--- src/adcr_pkg.sv ---
// Shared constants of the converter output-coding and calibration link.
// Assumes both ends run from the same 25 MHz system clock rate.
package adcr_pkg;
  // ----------------------------------------------------------------
  // Output coding
  // ----------------------------------------------------------------
  localparam int          CODE_W      = 20;
  localparam logic [19:0] CODE_POS_FS = 20'h70000;
  localparam logic [19:0] CODE_NEG_FS = 20'h90000;
  localparam logic [19:0] CODE_ZERO   = 20'h00000;
  localparam logic [19:0] CODE_MAX    = 20'h7FFFF;
  localparam logic [19:0] CODE_MIN    = 20'h80000;
  localparam logic [19:0] OVF_HI      = 20'h70000;
  localparam logic [19:0] OVF_LO      = 20'h82FFF;
  // ----------------------------------------------------------------
  // Link timing
  // ----------------------------------------------------------------
  localparam int CLK_NS      = 40;
  localparam int SCLK_NS     = 320;
  localparam int SCLK_HALF   = SCLK_NS / (2 * CLK_NS);
  localparam int SLOT_BITS   = 32;
  localparam int FRAME_BITS  = 2 * SLOT_BITS;
  localparam int CLIP_FRAMES = 4096;
  localparam int CAL_FRAMES  = 4;
  // Hold of the sleep/reset line, longer than two sample periods
  localparam int RST_HOLD_NS  = 45000;
  localparam int RST_HOLD_CYC = (RST_HOLD_NS + CLK_NS - 1) / CLK_NS;
  // ----------------------------------------------------------------
  // Controller register map (AXI4-Lite byte addresses)
  // ----------------------------------------------------------------
  localparam logic [3:0] REG_CTRL   = 4'h0;
  localparam logic [3:0] REG_STATUS = 4'h4;
  localparam logic [3:0] REG_LEFT   = 4'h8;
  localparam logic [3:0] REG_RIGHT  = 4'hC;
  localparam int CTRL_SLEEP  = 0;
  localparam int CTRL_CALOFF = 1;
  localparam int CTRL_PULSE  = 2;
  localparam int ST_CAL      = 0;
  localparam int ST_LCLIP    = 1;
  localparam int ST_RCLIP    = 2;
  localparam int ST_RESET    = 3;
  localparam int ST_NEW      = 4;
  localparam logic [2:0] CTRL_RESET = 3'h0;
  localparam logic [1:0] RESP_OKAY  = 2'h0;
  localparam logic [1:0] RESP_SLV   = 2'h2;
endpackage

--- src/adcr_link_if.sv ---
// Serial output link between the converter filter end and its controller.
// Assumes the bench resolves no tristates: every wire has one driver.
`timescale 1ns/100ps
interface adcr_link_if;
  logic sclk;                 // Bit clock, made by the filter end
  logic lrck;                 // High during the left slot
  logic sdata;                // Serial data, MSB first
  logic cal_active;           // Offset calibration running
  logic left_clip_flag;       // Left overflow hold
  logic right_clip_flag;      // Right overflow hold
  logic sleep_reset_n_in;     // Power-down / reset, active low
  logic offset_correction_off_in; // High disables calibration

  modport dev (
    output sclk, lrck, sdata, cal_active, left_clip_flag, right_clip_flag,
    input  sleep_reset_n_in, offset_correction_off_in
  );
  modport ctl (
    input  sclk, lrck, sdata, cal_active, left_clip_flag, right_clip_flag,
    output sleep_reset_n_in, offset_correction_off_in
  );
endinterface

--- src/adcr_dev.sv ---
// Filter-side end: output coding, overflow flags, offset calibration,
// power-down/reset handling and the master serial output port.
// Assumes filtered sample pairs arrive on the user side as 20-bit codes.
`timescale 1ns/100ps

// Functional notes
// - Samples are 20-bit two's complement codes
// - Full scale maps to 70000H, 90000H, zero 00000H
// - Overflow above 70000H or below 82FFFH
// - Calibration-active output drives input grounding switch
// - Calibration starts on sleep/reset line release
// - Stored offset covers modulator plus input stage
// - Controller applies reset after power-up
// - Controller resets after mode or clock changes
// - Reset held low beyond two sample periods
// - System clock must run without interruption
// - Zero-input word stored, subtracted from later samples
// - During calibration flag high, data forced low
// - Overflow flag holds 4096 sample periods
// - Offset subtracted only while correction enabled
module adcr_dev #(
  parameter int W         = adcr_pkg::CODE_W,
  parameter int DEPTH     = 2,
  parameter int HOLD      = adcr_pkg::CLIP_FRAMES,
  parameter int CAL_LEN   = adcr_pkg::CAL_FRAMES
) (
  input  wire logic         MCLK,      // System clock
  input  wire logic         RST,       // Synchronous reset, active high
  input  wire logic         CE,        // Clock enable
  input  wire logic [W-1:0] IN_LEFT,   // Left filtered code
  input  wire logic [W-1:0] IN_RIGHT,  // Right filtered code
  input  wire logic         IN_VALID,  // Pair offered
  output logic              IN_READY,  // Buffer can take a pair
  adcr_link_if.dev          link       // Serial output port
);
  // ----------------------------------------------------------------
  // Functions
  // ----------------------------------------------------------------
  function automatic logic clip(input logic [W-1:0] c);
    clip = ($signed(c) > $signed(adcr_pkg::OVF_HI)) ||
           ($signed(c) < $signed(adcr_pkg::OVF_LO));
  endfunction

  // Saturating subtract keeps the code inside its 20-bit span
  function automatic logic [W-1:0] corr(input logic [W-1:0] c,
                                        input logic [W-1:0] o);
    logic signed [W:0] d;
    d = $signed({c[W-1], c}) - $signed({o[W-1], o});
    if (d[W] != d[W-1])
      corr = d[W] ? adcr_pkg::CODE_MIN : adcr_pkg::CODE_MAX;
    else
      corr = d[W-1:0];
  endfunction

  typedef enum logic [1:0] {ADCR_SLEEP, ADCR_CAL, ADCR_RUN} adcr_state_e;

  // ----------------------------------------------------------------
  // Pin synchronisers
  // ----------------------------------------------------------------
  logic [1:0] slp_sync_reg;
  logic [1:0] off_sync_reg;
  logic       slp_last_reg;
  logic       awake;
  logic       cal_off;

  always_ff @(posedge MCLK)
  begin
    if (RST)
    begin
      slp_sync_reg <= 2'h0;
      off_sync_reg <= 2'h0;
      slp_last_reg <= 1'b0;
    end
    else if (CE)
    begin
      slp_sync_reg <= {slp_sync_reg[0], link.sleep_reset_n_in};
      off_sync_reg <= {off_sync_reg[0], link.offset_correction_off_in};
      slp_last_reg <= slp_sync_reg[1];
    end
  end
  assign awake   = slp_sync_reg[1];
  assign cal_off = off_sync_reg[1];

  // ----------------------------------------------------------------
  // Two-entry input buffer
  // ----------------------------------------------------------------
  logic [2*W-1:0]           buf_mem [DEPTH];
  logic [$clog2(DEPTH)-1:0] wr_ptr_reg;
  logic [$clog2(DEPTH)-1:0] rd_ptr_reg;
  logic [$clog2(DEPTH):0]   cnt_reg;
  logic                     push;
  logic                     pop;
  logic                     frame_tick;

  assign push = IN_VALID && IN_READY;
  assign pop  = frame_tick && (cnt_reg != '0);

  always_ff @(posedge MCLK)
  begin
    if (RST)
    begin
      wr_ptr_reg <= '0;
      rd_ptr_reg <= '0;
      cnt_reg    <= '0;
      IN_READY   <= 1'b0;
    end
    else if (CE)
    begin
      if (push)
      begin
        buf_mem[wr_ptr_reg] <= {IN_LEFT, IN_RIGHT};
        wr_ptr_reg <= (wr_ptr_reg == $clog2(DEPTH)'(DEPTH - 1)) ?
                      '0 : wr_ptr_reg + 1'b1;
      end
      if (pop)
        rd_ptr_reg <= (rd_ptr_reg == $clog2(DEPTH)'(DEPTH - 1)) ?
                      '0 : rd_ptr_reg + 1'b1;
      cnt_reg  <= cnt_reg + {{$clog2(DEPTH){1'b0}}, push}
                          - {{$clog2(DEPTH){1'b0}}, pop};
      // Ready from a flop, set from the next count; low only in reset or while the buffer holds DEPTH pairs
      IN_READY <= (cnt_reg + {{$clog2(DEPTH){1'b0}}, push}
                   - {{$clog2(DEPTH){1'b0}}, pop})
                  < ($clog2(DEPTH)+1)'(DEPTH);
    end
  end

  // ----------------------------------------------------------------
  // Bit clock divider and slot counter
  // ----------------------------------------------------------------
  logic [7:0] div_reg;
  logic       sclk_reg;
  logic [5:0] bit_reg;
  logic       fall;

  assign fall       = (div_reg == 8'(adcr_pkg::SCLK_HALF - 1)) && sclk_reg;
  assign frame_tick = fall && (bit_reg == 6'(adcr_pkg::FRAME_BITS - 1));

  always_ff @(posedge MCLK)
  begin
    if (RST)
    begin
      div_reg  <= 8'h00;
      sclk_reg <= 1'b0;
      bit_reg  <= 6'(adcr_pkg::FRAME_BITS - 1);
    end
    else if (CE)
    begin
      if (div_reg == 8'(adcr_pkg::SCLK_HALF - 1))
      begin
        div_reg  <= 8'h00;
        sclk_reg <= ~sclk_reg;
      end
      else
        div_reg <= div_reg + 8'h01;
      if (fall)
        bit_reg <= bit_reg + 6'h01;
    end
  end

  // ----------------------------------------------------------------
  // Sequencer: sleep, calibration, run
  // ----------------------------------------------------------------
  adcr_state_e    state_reg;
  logic [7:0]     cal_cnt_reg;
  logic [W-1:0]   off_l_reg;
  logic [W-1:0]   off_r_reg;
  logic [2*W-1:0] head;

  assign head = (cnt_reg != '0) ? buf_mem[rd_ptr_reg] : '0;

  always_ff @(posedge MCLK)
  begin
    if (RST)
    begin
      state_reg   <= ADCR_SLEEP;
      cal_cnt_reg <= 8'h00;
    end
    else if (CE)
    begin
      unique case (state_reg)
        ADCR_SLEEP:
          if (awake && !slp_last_reg)
          begin
            state_reg   <= cal_off ? ADCR_RUN : ADCR_CAL;
            cal_cnt_reg <= 8'h00;
          end
        ADCR_CAL:
          if (!awake)
            state_reg <= ADCR_SLEEP;
          else if (frame_tick)
          begin
            cal_cnt_reg <= cal_cnt_reg + 8'h01;
            if (cal_cnt_reg == 8'(CAL_LEN - 1))
              state_reg <= ADCR_RUN;
          end
        ADCR_RUN:
          if (!awake)
            state_reg <= ADCR_SLEEP;
      endcase
    end
  end

  // Last frame of the cycle is the settled zero-input word
  always_ff @(posedge MCLK)
  begin
    if (RST)
    begin
      off_l_reg <= adcr_pkg::CODE_ZERO;
      off_r_reg <= adcr_pkg::CODE_ZERO;
    end
    else if (CE && state_reg == ADCR_CAL && awake && frame_tick &&
             cal_cnt_reg == 8'(CAL_LEN - 1))
    begin
      off_l_reg <= head[2*W-1:W];
      off_r_reg <= head[W-1:0];
    end
  end

  // ----------------------------------------------------------------
  // Output coding and serialiser
  // ----------------------------------------------------------------
  logic [W-1:0]            out_l;
  logic [W-1:0]            out_r;
  logic [adcr_pkg::FRAME_BITS-1:0] frame_reg;
  logic                    lrck_reg;
  logic                    sdata_reg;
  logic                    cal_reg;
  logic                    quiet;
  logic [5:0]              nbit;

  // Codes are not rescaled here, only offset-corrected; the filter scales full scale to 70000H
  assign out_l = cal_off ? head[2*W-1:W] : corr(head[2*W-1:W], off_l_reg);
  assign out_r = cal_off ? head[W-1:0]   : corr(head[W-1:0], off_r_reg);
  assign quiet = (state_reg != ADCR_RUN) || !awake;
  assign nbit  = bit_reg + 6'h01;

  always_ff @(posedge MCLK)
  begin
    if (RST)
    begin
      frame_reg <= '0;
      lrck_reg  <= 1'b1;
      sdata_reg <= 1'b0;
      cal_reg   <= 1'b0;
    end
    else if (CE)
    begin
      cal_reg <= (state_reg == ADCR_CAL) && awake;
      if (frame_tick)
        frame_reg <= quiet ? '0 :
                     {out_l, 12'h000, out_r, 12'h000};
      if (fall)
      begin
        lrck_reg  <= (nbit < 6'(adcr_pkg::SLOT_BITS));
        if (frame_tick)
          sdata_reg <= quiet ? 1'b0 : out_l[W-1];
        else
          sdata_reg <= quiet ? 1'b0 :
                       frame_reg[adcr_pkg::FRAME_BITS - 1 - nbit];
      end
    end
  end

  // ----------------------------------------------------------------
  // Overflow hold timers, one per channel
  // ----------------------------------------------------------------
  logic [12:0] hold_l_reg;
  logic [12:0] hold_r_reg;
  logic        flag_l_reg;
  logic        flag_r_reg;

  always_ff @(posedge MCLK)
  begin
    if (RST)
    begin
      hold_l_reg <= 13'h0000;
      hold_r_reg <= 13'h0000;
      flag_l_reg <= 1'b0;
      flag_r_reg <= 1'b0;
    end
    else if (CE && frame_tick)
    begin
      if (!quiet && clip(out_l))
        hold_l_reg <= 13'(HOLD);
      else if (hold_l_reg != 13'h0000)
        hold_l_reg <= hold_l_reg - 13'h0001;
      if (!quiet && clip(out_r))
        hold_r_reg <= 13'(HOLD);
      else if (hold_r_reg != 13'h0000)
        hold_r_reg <= hold_r_reg - 13'h0001;
      flag_l_reg <= (!quiet && clip(out_l)) || hold_l_reg > 13'h0001;
      flag_r_reg <= (!quiet && clip(out_r)) || hold_r_reg > 13'h0001;
    end
  end

  assign link.sclk            = sclk_reg;
  assign link.lrck            = lrck_reg;
  assign link.sdata           = sdata_reg;
  assign link.cal_active      = cal_reg;
  assign link.left_clip_flag  = flag_l_reg;
  assign link.right_clip_flag = flag_r_reg;
endmodule

--- src/flat_wrapper.sv ---
// flat-port wrapper written by rule: the top's interface ports become plain ports
module adcr_dev_flat 
#(
  parameter int W         = adcr_pkg::CODE_W,
  parameter int DEPTH     = 2,
  parameter int HOLD      = adcr_pkg::CLIP_FRAMES,
  parameter int CAL_LEN   = adcr_pkg::CAL_FRAMES
)
  (MCLK, RST, CE, IN_LEFT, IN_RIGHT, IN_VALID, IN_READY, link_sclk, link_lrck, link_sdata, link_cal_active, link_left_clip_flag, link_right_clip_flag, link_sleep_reset_n_in, link_offset_correction_off_in);
  adcr_link_if link_i ();
  input  wire logic MCLK;
  input  wire logic RST;
  input  wire logic CE;
  input  wire logic [W-1:0] IN_LEFT;
  input  wire logic [W-1:0] IN_RIGHT;
  input  wire logic IN_VALID;
  output logic IN_READY;
  output wire logic [$bits(link_i.sclk)-1:0] link_sclk;
  output wire logic [$bits(link_i.lrck)-1:0] link_lrck;
  output wire logic [$bits(link_i.sdata)-1:0] link_sdata;
  output wire logic [$bits(link_i.cal_active)-1:0] link_cal_active;
  output wire logic [$bits(link_i.left_clip_flag)-1:0] link_left_clip_flag;
  output wire logic [$bits(link_i.right_clip_flag)-1:0] link_right_clip_flag;
  input wire logic [$bits(link_i.sleep_reset_n_in)-1:0] link_sleep_reset_n_in;
  input wire logic [$bits(link_i.offset_correction_off_in)-1:0] link_offset_correction_off_in;
  assign link_sclk = link_i.sclk;
  assign link_lrck = link_i.lrck;
  assign link_sdata = link_i.sdata;
  assign link_cal_active = link_i.cal_active;
  assign link_left_clip_flag = link_i.left_clip_flag;
  assign link_right_clip_flag = link_i.right_clip_flag;
  assign link_i.sleep_reset_n_in = link_sleep_reset_n_in;
  assign link_i.offset_correction_off_in = link_offset_correction_off_in;
  adcr_dev #(.W(W), .DEPTH(DEPTH), .HOLD(HOLD), .CAL_LEN(CAL_LEN)) u_core (.MCLK(MCLK), .RST(RST), .CE(CE), .IN_LEFT(IN_LEFT), .IN_RIGHT(IN_RIGHT), .IN_VALID(IN_VALID), .IN_READY(IN_READY), .link(link_i));
endmodule
--- config.mk ---
export PLATFORM = sky130hd
export DESIGN_NAME = adcr_dev_flat
export DESIGN_NICKNAME = d
export VERILOG_FILES = /design/src/adcr_pkg.sv /design/src/adcr_link_if.sv /design/src/adcr_dev.sv /design/src/flat_wrapper.sv
export SDC_FILE = /design/constraint.sdc
export NUM_CORES = 1
export LEC_CHECK = 0
export BUFFER_PORTS_ARGS = -buffer_cell sky130_fd_sc_hd__buf_2
export CAP_MARGIN = 5
export CORE_AREA = 2 2 219 157
export CTS_CLUSTER_SIZE = 12
export DETAILED_ROUTE_END_ITERATION = 6
export DIE_AREA = 0 0 221 159
export HOLD_SLACK_MARGIN = 0.06
export PLACE_DENSITY = 0.62
export SLEW_MARGIN = 20
export SYNTH_ARGS = -nofsm -noshare
export SYNTH_HDL_FRONTEND = slang
export SYNTH_SLANG_ARGS = --single-unit
--- constraint.sdc ---
create_clock -name MCLK -period 7.6 [get_ports MCLK]
set_input_delay 1.9 -clock MCLK [delete_from_list [all_inputs] [get_ports MCLK]]
set_output_delay 1.9 -clock MCLK [all_outputs]
set_load 0.01 [all_outputs]
Yosys cells after proc, flatten, opt, wreduce, memory -nomap -nowiden
Memory sizes are Yosys's and may differ from the RTL's. A register that Yosys moved wholly into a read port is not among the register bits.
Index checks and enable logic that the tools add are counted.
{ "word_totals": {"inputBits": 46, "memories": 1, "wordCells": 133, "output_inout_bits": 7, "ram_bits": 80, "reg_bits": 170} }
{ "op_classes": {"eq_ne": 14, "order_cmp": 9, "muxes": 37, "bitwise": 1, "addsub": 12, "reduce_logical": 37} }
{ "memory_table": {"columns": ["name", "depth", "width", "read_ports", "rd_clocked_by_memory_dff", "wr", "line_no", "rtl"], "rows": [
  ["u_core.buf_mem", 2, 40, 1, 1, 1, "adcr_dev.sv:87", "logic [2*W-1:0] buf_mem [DEPTH];"]
]} }
{ "op_table": {"columns": ["op", "n"], "rows": [
  ["two-way mux 20 bit", 6],
  ["two-way mux 64 bit", 1],
  ["two-way mux 13 bit", 4],
  ["subtractor 20 x 20 -> 21 bit", 2],
  ["> comparator 20 bit, second input constant", 2],
  ["< comparator 20 bit, second input constant", 2],
  ["two-way mux 40 bit", 1],
  ["< comparator 32 x 7 -> 1 bit, second input constant", 1],
  ["two-way mux 8 bit", 4],
  ["> comparator 13 x 1 -> 1 bit, second input constant", 2],
  ["nonzero test 13 bit", 2],
  ["subtractor 13 x 1 -> 13 bit, second input constant", 2],
  ["adder 8 x 1 -> 8 bit, second input constant", 2],
  ["== test 8 x 2 -> 1 bit, second input constant", 2],
  ["case mux 8 bit (2 select lines)", 1],
  ["AND reduction 2 bit", 7],
  ["logical AND 1 bit", 13],
  ["two-way mux 1 bit", 12],
  ["two-way mux 2 bit", 6],
  ["AND reduction 5 bit", 2],
  ["nonzero test 2 bit", 4],
  ["subtractor 6 x 6 -> 7 bit, first input constant", 1],
  ["adder 6 x 1 -> 6 bit, second input constant", 1],
  ["binary-select mux 1 bit (select 6 bit)", 1],
  ["other kinds (17)", 29]
]} }

Depth between registers and ports, before layout
Gate-level depths: netlist of the first run.
{ "depth": {"ltp_word": 11, "mapped_depth": 28, "ltp_nobuf": 23} }

Least setup slack after synthesis of the first run
No wires, ideal clock.
{ "synth_path": {"path_type": "input-to-reg", "startpoint": "input port RST", "endpoint": "memory u_core.buf_mem[1][0] in the netlist's numbering, enable pin", "slack_ns": 1.844, "path_buffers": 2, "stages": 3, "required_ns": 7.105, "arrival_ns": 5.260, "setup_time_ns": 0.495, "cell_sequence": "clkbuf_1 > clkbuf_1 > nor3b_1"} }
{ "synth_via": {"elab_chain_len": 2} }
{ "synth_rtl": {"columns": ["element", "line_no", "rtl"], "rows": [
  ["start, declared", "flat_wrapper.sv:12", "input wire logic RST;"],
  ["two-way mux 1 bit", "adcr_dev.sv:100", "if (RST)"],
  ["two-way mux 1 bit (not written as such)", "adcr_dev.sv:111", "buf_mem[wr_ptr_reg] <= {IN_LEFT, IN_RIGHT};"],
  ["end, declared", "adcr_dev.sv:87", null]
]} }
No other way between the ends.

==> results of run 1 <==
worst register-to-register path, stage by stage, from the launching register on:
cell and delay (ns):
dfxtp_2 0.61, mux2_2 0.24, and2_1 0.22, inv_1 0.07
ha_1 0.23, fa_1 0.41, nor2b_1 0.16, o21ai_2 0.10
a2111oi_4 0.49, o211a_1 0.24, o311a_4 0.28, inv_1 0.06
ha_1 0.66, inv_1 0.27, nand2_1 0.32, nor2_1 0.09
a22o_1 0.20, a211oi_1 0.31, nand4_1 0.16, or3_1 0.32
o21ai_1 0.12, mux2_4 0.27, nor2_1 0.11, o21ba_2 0.24
worst max path at each step:
| stage | startpoint | to | slack [ns] | cells after the start |
|---|---|---|---|---|
| 2_1_floorplan | RST | u_core.buf_mem[1][0]$_DFFE_PP_ | 1.84 | 3 |
| 3_3_place_gp | flop | u_core.hold_r_reg[12]$_SDFFE_PP0P_ | 1.52 | 23 |
| 3_5_place_dp | flop | u_core.hold_r_reg[12]$_SDFFE_PP0P_ | 1.41 | 22 |
| 4_1_cts | flop | u_core.hold_r_reg[12]$_SDFFE_PP0P_ | 1.39 | 23 |
| 5_1_grt | flop | u_core.hold_r_reg[11]$_SDFFE_PP0P_ | 0.79 | 22 |
| 6_report | flop | u_core.hold_r_reg[12]$_SDFFE_PP0P_ | 1.32 | 23 |
per-stage QoR:
stage	setup WS [ns]	hold slack, ns	utilization	total power (W)
global placement	1.52	0.443	0.411	0.00195
detailed placement	1.41	0.447	0.411	0.00195
global route	0.790	0.471	0.434	0.00326
floorplan	1.84	0.429	-	0.00180
finish	1.32	0.453	0.434	0.00311
CTS	1.39	0.455	0.434	0.00313
area by class of cell:
class | count | share of cell area
multi-input combinational | 1084 | 0.494
inverter | 68 | 0.0178
tap | 435 | 0.0380
clock buffer | 34 | 0.0461
clock inverter | 11 | 0.00751
sequential | 227 | 0.373
timing repair buffer | 62 | 0.0236
power groups by stage:
stage | clock network (W) | registers (W) | logic (W)
2_1_floorplan | 0 | 0.00130 | 0.000499
3_3_place_gp | 0 | 0.00130 | 0.000648
3_5_place_dp | 0 | 0.00130 | 0.000651
4_1_cts | 0.00120 | 0.00128 | 0.000654
5_1_grt | 0.00125 | 0.00128 | 0.000736
6_report | 0.00117 | 0.00128 | 0.000667
cell families after synthesis:
logic type | share of synthesized area
AOI/OAI and AO/OA | 0.195
xor gates and xnor gates | 0.0322
adders and majority gates | 0.0564
buffers and inverters | 0.0490
DFF | 0.410
muxes | 0.0608
and+or+nand+nor | 0.197
cells in the final DEF (no fill, tap or decap), drive strengths merged, types with 19 or more instances in the layout:
master and count:
nand2 178, nor2 155, dfxtp 147, a21oi 125, edfxtp 80, inv 69, buf 62, o21ai 59
ha 53, nor3 46, mux2i 44, nand3 42, clkbuf 34, a22oi 28, xor2 27, xnor2 21
nand4 21, a21o 20, o211ai 19
per-layer routing:
| metal | global-route usage | part of all wire |
|---|---|---|
| met3 | 0.0303 | 0.054 |
| met2 | 0.280 | 0.43 |
| met1 | 0.281 | 0.51 |
| met5 | 0 | 0 |
| met4 | 0.0308 | 0.012 |
==> impl_metrics.json, run 1 <==
{
  "status": "finished clean",
  "power.net_switching_w": 0.000937,
  "fillCellCount": 3237,
  "grt_pass1_wl_mm": 54.1,
  "async_flop_share": 0,
  "drive_above_1_share": 0.108,
  "finalHoldViolations": 0,
  "first_iter_violations": 872,
  "switching_share": 0.301,
  "vias_per_cell": 5.65,
  "seqCellArea_um2": 5350,
  "overflow": 0,
  "cts_buffers": 25,
  "fin_cells": 1921,
  "end_kind": "flop",
  "r2r_end": "u_core.hold_r_reg[12]$_SDFFE_PP0P_",
  "cts_setup_buffers": 0,
  "combPwrFrac": 0.215,
  "drc": 0,
  "gp_congestion": 0.890,
  "slowest_stage": "ha_1",
  "die_height_um": 159,
  "cp_num_buf_inv": 3,
  "startpoint_type": "flop",
  "placementRows": 56,
  "finalSetupViolCount": 0,
  "synth_top_area_cell": "dfxtp_1",
  "cts_tree": "yes",
  "synth_common_cells": "177 x nand2_1, 155 x nor2_1, 147 x dfxtp_1, 121 x a21oi_1, 80 x edfxtp_1",
  "ios": 53,
  "worstSetupPathType": "flop to flop",
  "synth_area_um2": 13000,
  "cap_violations": 0,
  "irDropWorstVdd_v": 0.000165,
  "rrSetupSlack_ns": 1.32,
  "dp.cells": 1876,
  "p_clk_frac": 0.375,
  "slew_violations": 0,
  "synth-edff-count": 80,
  "worstMarginPinSlew_ns": 0.987,
  "worstRegToRegCells": 23,
  "antenna_found_initial": 0,
  "placed_cell_area_um2": 13600,
  "grt_usage": 0.185,
  "syn_nets": 1565,
  "wl_per_cell_um": 17.2,
  "dpl.hpwl_mm": 23.3,
  "synthCells": 1464,
  "synth_cell_types": 96,
  "worstPathArrival_ns": 6.71,
  "grt_pass1_vias": 10100,
  "required_ns": 8.03,
  "synth_ff_type": "dfxtp_1",
  "min_period_ns": 6.28,
  "path_common_cell": "inv_1",
  "clk_pin_slew_worst_paths_ns": 0.06,
  "multi_input_area_um2": 7080,
  "worstPathMaxFanout": 18,
  "largest_reg_flops": 80,
  "antenna-diode-count": 0,
  "holdPathStages": 2,
  "clockBufferDepth": 3,
  "hold_class": "flop to flop",
  "rsz0062_at_grt": "false",
  "synth.most_common_cell": "nand2_1",
  "cts.htree.levels": 1,
  "synth-seq-area-share": 0.410,
  "port_buffers": 52,
  "leakagePower_nw": 5.19,
  "hold_start": "u_core.off_r_reg[9]$_SDFFE_PP0P_",
  "die_x_um": 221,
  "cts_resized": 0,
  "grt_max_degree": 83,
  "start_util": 0.395,
  "tns_ns": 0,
  "area_growth_pct": 9.90,
  "cp_top_family": "compound AO/OA/AOI/OAI gates",
  "core_um2": 33000,
  "power_density_nw_per_um2": 217,
  "design_area_um2": 14300,
  "final_net_count": 1569,
  "seqPwrFrac": 0.410,
  "whs_endpoint": "u_core.off_r_reg[9]$_SDFFE_PP0P_",
  "internal_power_w": 0.00217,
  "worstPathCellList": "mux2_2 > and2_1 > inv_1 > ha_1 > fa_1 > nor2b_1 > o21ai_2 > a2111oi_4 > o211a_1 > o311a_4 > inv_1 > ha_1 > inv_1 > nand2_1 > nor2_1 > a22o_1 > a211oi_1 > nand4_1 > or3_1 > o21ai_1 > mux2_4 > nor2_1 > o21ba_2",
  "drtPass1Iterations": 5,
  "dieArea_um2": 35100,
  "yosysWarnings": 0,
  "syn_avg_cell_area_um2": 8.91,
  "slowest_delay_ns": 0.66,
  "clock_latency_ns": 0.55,
  "synth_seq_cells": 227,
  "synth.top_cell.area_share": 0.226,
  "cts_root_buffer": "clkbuf_16",
  "routed_wl_mm": 33.0,
  "fmax_mhz": 159,
  "num_vias": 10900,
  "ant_nets": 0,
  "clock-sinks": 227,
  "fin_skew_ns": 0.0197,
  "slew_headroom": 0.342,
  "min_period_over_period": 0.827,
  "postCtsHoldBufs": 0,
  "synth_area_leaders": "dfxtp_1 23%, edfxtp_1 18%, nand2_1 5.1%"
}
Note: power is estimated with default switching activity, not from simulation.
==> run 2: changes to the inputs <==
--- a/config.mk
+++ b/config.mk
@@ -5,12 +5,13 @@
 export SDC_FILE = /design/constraint.sdc
 export NUM_CORES = 1
 export LEC_CHECK = 0
+export ABC_AREA = 1
 export BUFFER_PORTS_ARGS = -buffer_cell sky130_fd_sc_hd__buf_2
 export CAP_MARGIN = 5
-export CORE_AREA = 2 2 219 157
+export CORE_AREA = 2 2 221 158
 export CTS_CLUSTER_SIZE = 12
 export DETAILED_ROUTE_END_ITERATION = 6
-export DIE_AREA = 0 0 221 159
+export DIE_AREA = 0 0 223 160
 export HOLD_SLACK_MARGIN = 0.06
 export PLACE_DENSITY = 0.62
 export SLEW_MARGIN = 20
==> constraint.sdc (replaced) <==
create_clock -name MCLK -period 6 [get_ports MCLK]
set_input_delay 1.5 -clock MCLK [delete_from_list [all_inputs] [get_ports MCLK]]
set_output_delay 1.5 -clock MCLK [all_outputs]
set_load 0.01 [all_outputs]
==> run 2 against run 1 <==
  * Power rose by 31%
  * Final cell count increased by 23%
  * Critical endpoint is now u_core.hold_r_reg[7]$_SDFFE_PP0P_
  * Area after synthesis is 1.9% higher
  * Highest routed layer unchanged
  * Wire length rose by 5.0%
  * Sequential share of layout area shrank 1.2 points
  * Via count up 11%
  * Design area is 3.2% higher
  * Core utilization rose by 0.25 points
  * Die area up 1.5%
  * Sequential power up 26%
==> impl_metrics.json, run 2 <==
{
  "power.net_switching_w": 0.00125,
  "largest_reg_flops": 80,
  "dieArea_um2": 35700,
  "grt_max_degree": 74,
  "syn_avg_cell_area_um2": 7.10,
  "yosysWarnings": 0,
  "core_um2": 33900,
  "end_kind": "flop",
  "rsz0062_at_grt": "false",
  "dpl.hpwl_mm": 25.3,
  "worstPathArrival_ns": 5.82,
  "gp_congestion": 0.967,
  "placementRows": 57,
  "seqCellArea_um2": 5350,
  "holdPathStages": 2,
  "clock_latency_ns": 0.55,
  "clock-sinks": 227,
  "p_clk_frac": 0.394,
  "cp_num_buf_inv": 4,
  "hold_class": "flop to flop",
  "leakagePower_nw": 6.42,
  "cp.depth": 31,
  "slew_headroom": 0.320,
  "cap_violations": 0,
  "cts.htree.levels": 1,
  "port_buffers": 52,
  "ant_nets": 0,
  "synth_seq_cells": 227,
  "die_height_um": 160,
  "layout_common_cells": "504 x nand2_1, 227 x nor2_1, 187 x inv_1",
  "start_util": 0.392,
  "synth_area_um2": 13300,
  "overflow": 0,
  "p_total_w": 0.00408,
  "grt_usage": 0.196,
  "synth_common_cells": "504 x nand2_1, 231 x nor2_1, 188 x inv_1, 172 x a21oi_1, 147 x dfxtp_1",
  "ios": 53,
  "synth_top_area_cell": "dfxtp_1",
  "synth_cell_types": 51,
  "multi_input_area_um2": 6920,
  "fillCellCount": 3443,
  "fmax_mhz": 187,
  "min_period_over_period": 0.890,
  "slew_violations": 0,
  "cts_root_buffer": "clkbuf_16",
  "required_ns": 6.48,
  "worstMarginPinSlew_ns": 1.02,
  "cts_setup_buffers": 0,
  "drc": 0,
  "final_net_count": 1999,
  "synthCells": 1870,
  "first_iter_violations": 1034,
  "status": "finished clean",
  "finalSetupViolCount": 0,
  "synth-edff-count": 80,
  "routed_wl_mm": 34.6,
  "antenna_found_initial": 0,
  "die_x_um": 223,
  "synth_area_leaders": "dfxtp_1 22%, edfxtp_1 18%, nand2_1 14%",
  "cts_buffers": 26,
  "tns_ns": 0,
  "wl_per_cell_um": 14.7,
  "switching_share": 0.306,
  "power_density_nw_per_um2": 276,
  "fin_skew_ns": 0.0130,
  "worstPathMaxFanout": 21,
  "combPwrFrac": 0.211,
  "synth_ff_type": "dfxtp_1",
  "clk_pin_slew_worst_paths_ns": 0.06,
  "finalHoldViolations": 0,
  "antenna-diode-count": 0,
  "fin_cells": 2359,
  "cts_tree": "yes",
  "grt_pass1_vias": 11400,
  "drive_above_1_share": 0.0866,
  "slowest_stage": "inv_1",
  "syn_nets": 1971,
  "slowest_delay_ns": 0.49,
  "area_growth_pct": 11.4,
  "worstSetupPathType": "flop to flop",
  "final_common_cell": "nand2_1",
  "internal_power_w": 0.00283,
  "min_period_ns": 5.34,
  "path_common_cell": "nand2_1",
  "cts_resized": 0,
  "seqPwrFrac": 0.395,
  "dp.cells": 2312,
  "cp_top_family": "simple AND/OR/NAND/NOR gates",
  "irDropWorstVdd_v": 0.000171,
  "worstRegToRegCells": 31,
  "num_vias": 12100,
  "drtPass1Iterations": 6,
  "clockBufferDepth": 3,
  "synth.most_common_cell": "nand2_1",
  "synth.top_cell.area_share": 0.222,
  "startpoint_type": "flop",
  "grt_pass1_wl_mm": 57.4,
  "async_flop_share": 0,
  "synth-seq-area-share": 0.402,
  "vias_per_cell": 5.13,
  "postCtsHoldBufs": 0
}
## run 2: layout make-up
type,instances,area share
flip-flops and latches,227,0.361
repair buffers,68,0.0257
multi-input cells,1380,0.468
clock inverters,10,0.00727
inverters,195,0.0495
well taps,442,0.0374
clock buffers,37,0.0509
## run 2: worst register-to-register path, delay by kind of cell (launching register included)
family | cells | cell delay (ns)
AOI/OAI and AO/OA | 3 | 0.63
adders and majority gates | 2 | 0.74
buffers and inverters | 4 | 0.98
DFF | 1 | 0.31
and+or+nand+nor | 22 | 2.63
## run 2: worst paths after layout
kind / from / end / slack, ns
hold / removal: u_core.off_l_reg[6]$_SDFFE_PP0P_ / u_core.off_l_reg[6]$_SDFFE_PP0P_ / 0.46
setup / recovery: flop / u_core.hold_r_reg[7]$_SDFFE_PP0P_ / 0.66
setup reg to reg: flop / u_core.hold_r_reg[7]$_SDFFE_PP0P_ / 0.66
hold reg to reg: u_core.off_l_reg[6]$_SDFFE_PP0P_ / u_core.off_l_reg[6]$_SDFFE_PP0P_ / 0.46
## run 2: routing by layer
| layer | vias to the layer above | wire length [um] | global-route usage |
|---|---|---|---|
| li1 | 6208 | - | - |
| met1 | 5521 | 17300 | 0.282 |
| met2 | 294 | 14600 | 0.298 |
| met3 | 75 | 1860 | 0.0350 |
| met4 | 0 | 981 | 0.0595 |
| met5 | - | 0 | 0 |
## run 2: power by group through the flow
stage	logic (W)	clock network, W	registers [W]
2_1_floorplan	0.000655	0	0.00164
3_3_place_gp	0.000843	0	0.00164
3_5_place_dp	0.000847	0	0.00164
4_1_cts	0.000852	0.00164	0.00161
5_1_grt	0.000991	0.00171	0.00161
6_report	0.000862	0.00161	0.00161
## run 2: kinds of logic (layout without fill, tap and decap cells)
logic type / after synthesis / count (layout) / share of synthesized area
simple gates: 966 / 966 / 0.308
compound gates: 317 / 317 / 0.131
buf+inv: 263 / 310 / 0.0782
flops: 227 / 227 / 0.402
fa+ha+maj: 55 / 55 / 0.0529
xor+xnor: 42 / 42 / 0.0277
## run 2: through the flow
| stage | hold WS [ns] | util | area, um2 | worst slack [ns] |
|---|---|---|---|---|
| 2_1_floorplan | 0.426 | - | 13300 | 0.829 |
| 3_3_place_gp | 0.434 | 0.411 | 13900 | 0.868 |
| 3_5_place_dp | 0.451 | 0.411 | 13900 | 0.787 |
| 4_1_cts | 0.459 | 0.437 | 14800 | 0.771 |
| 5_1_grt | 0.487 | 0.437 | 14800 | 0.0909 |
| 6_report | 0.458 | 0.437 | 14800 | 0.662 |
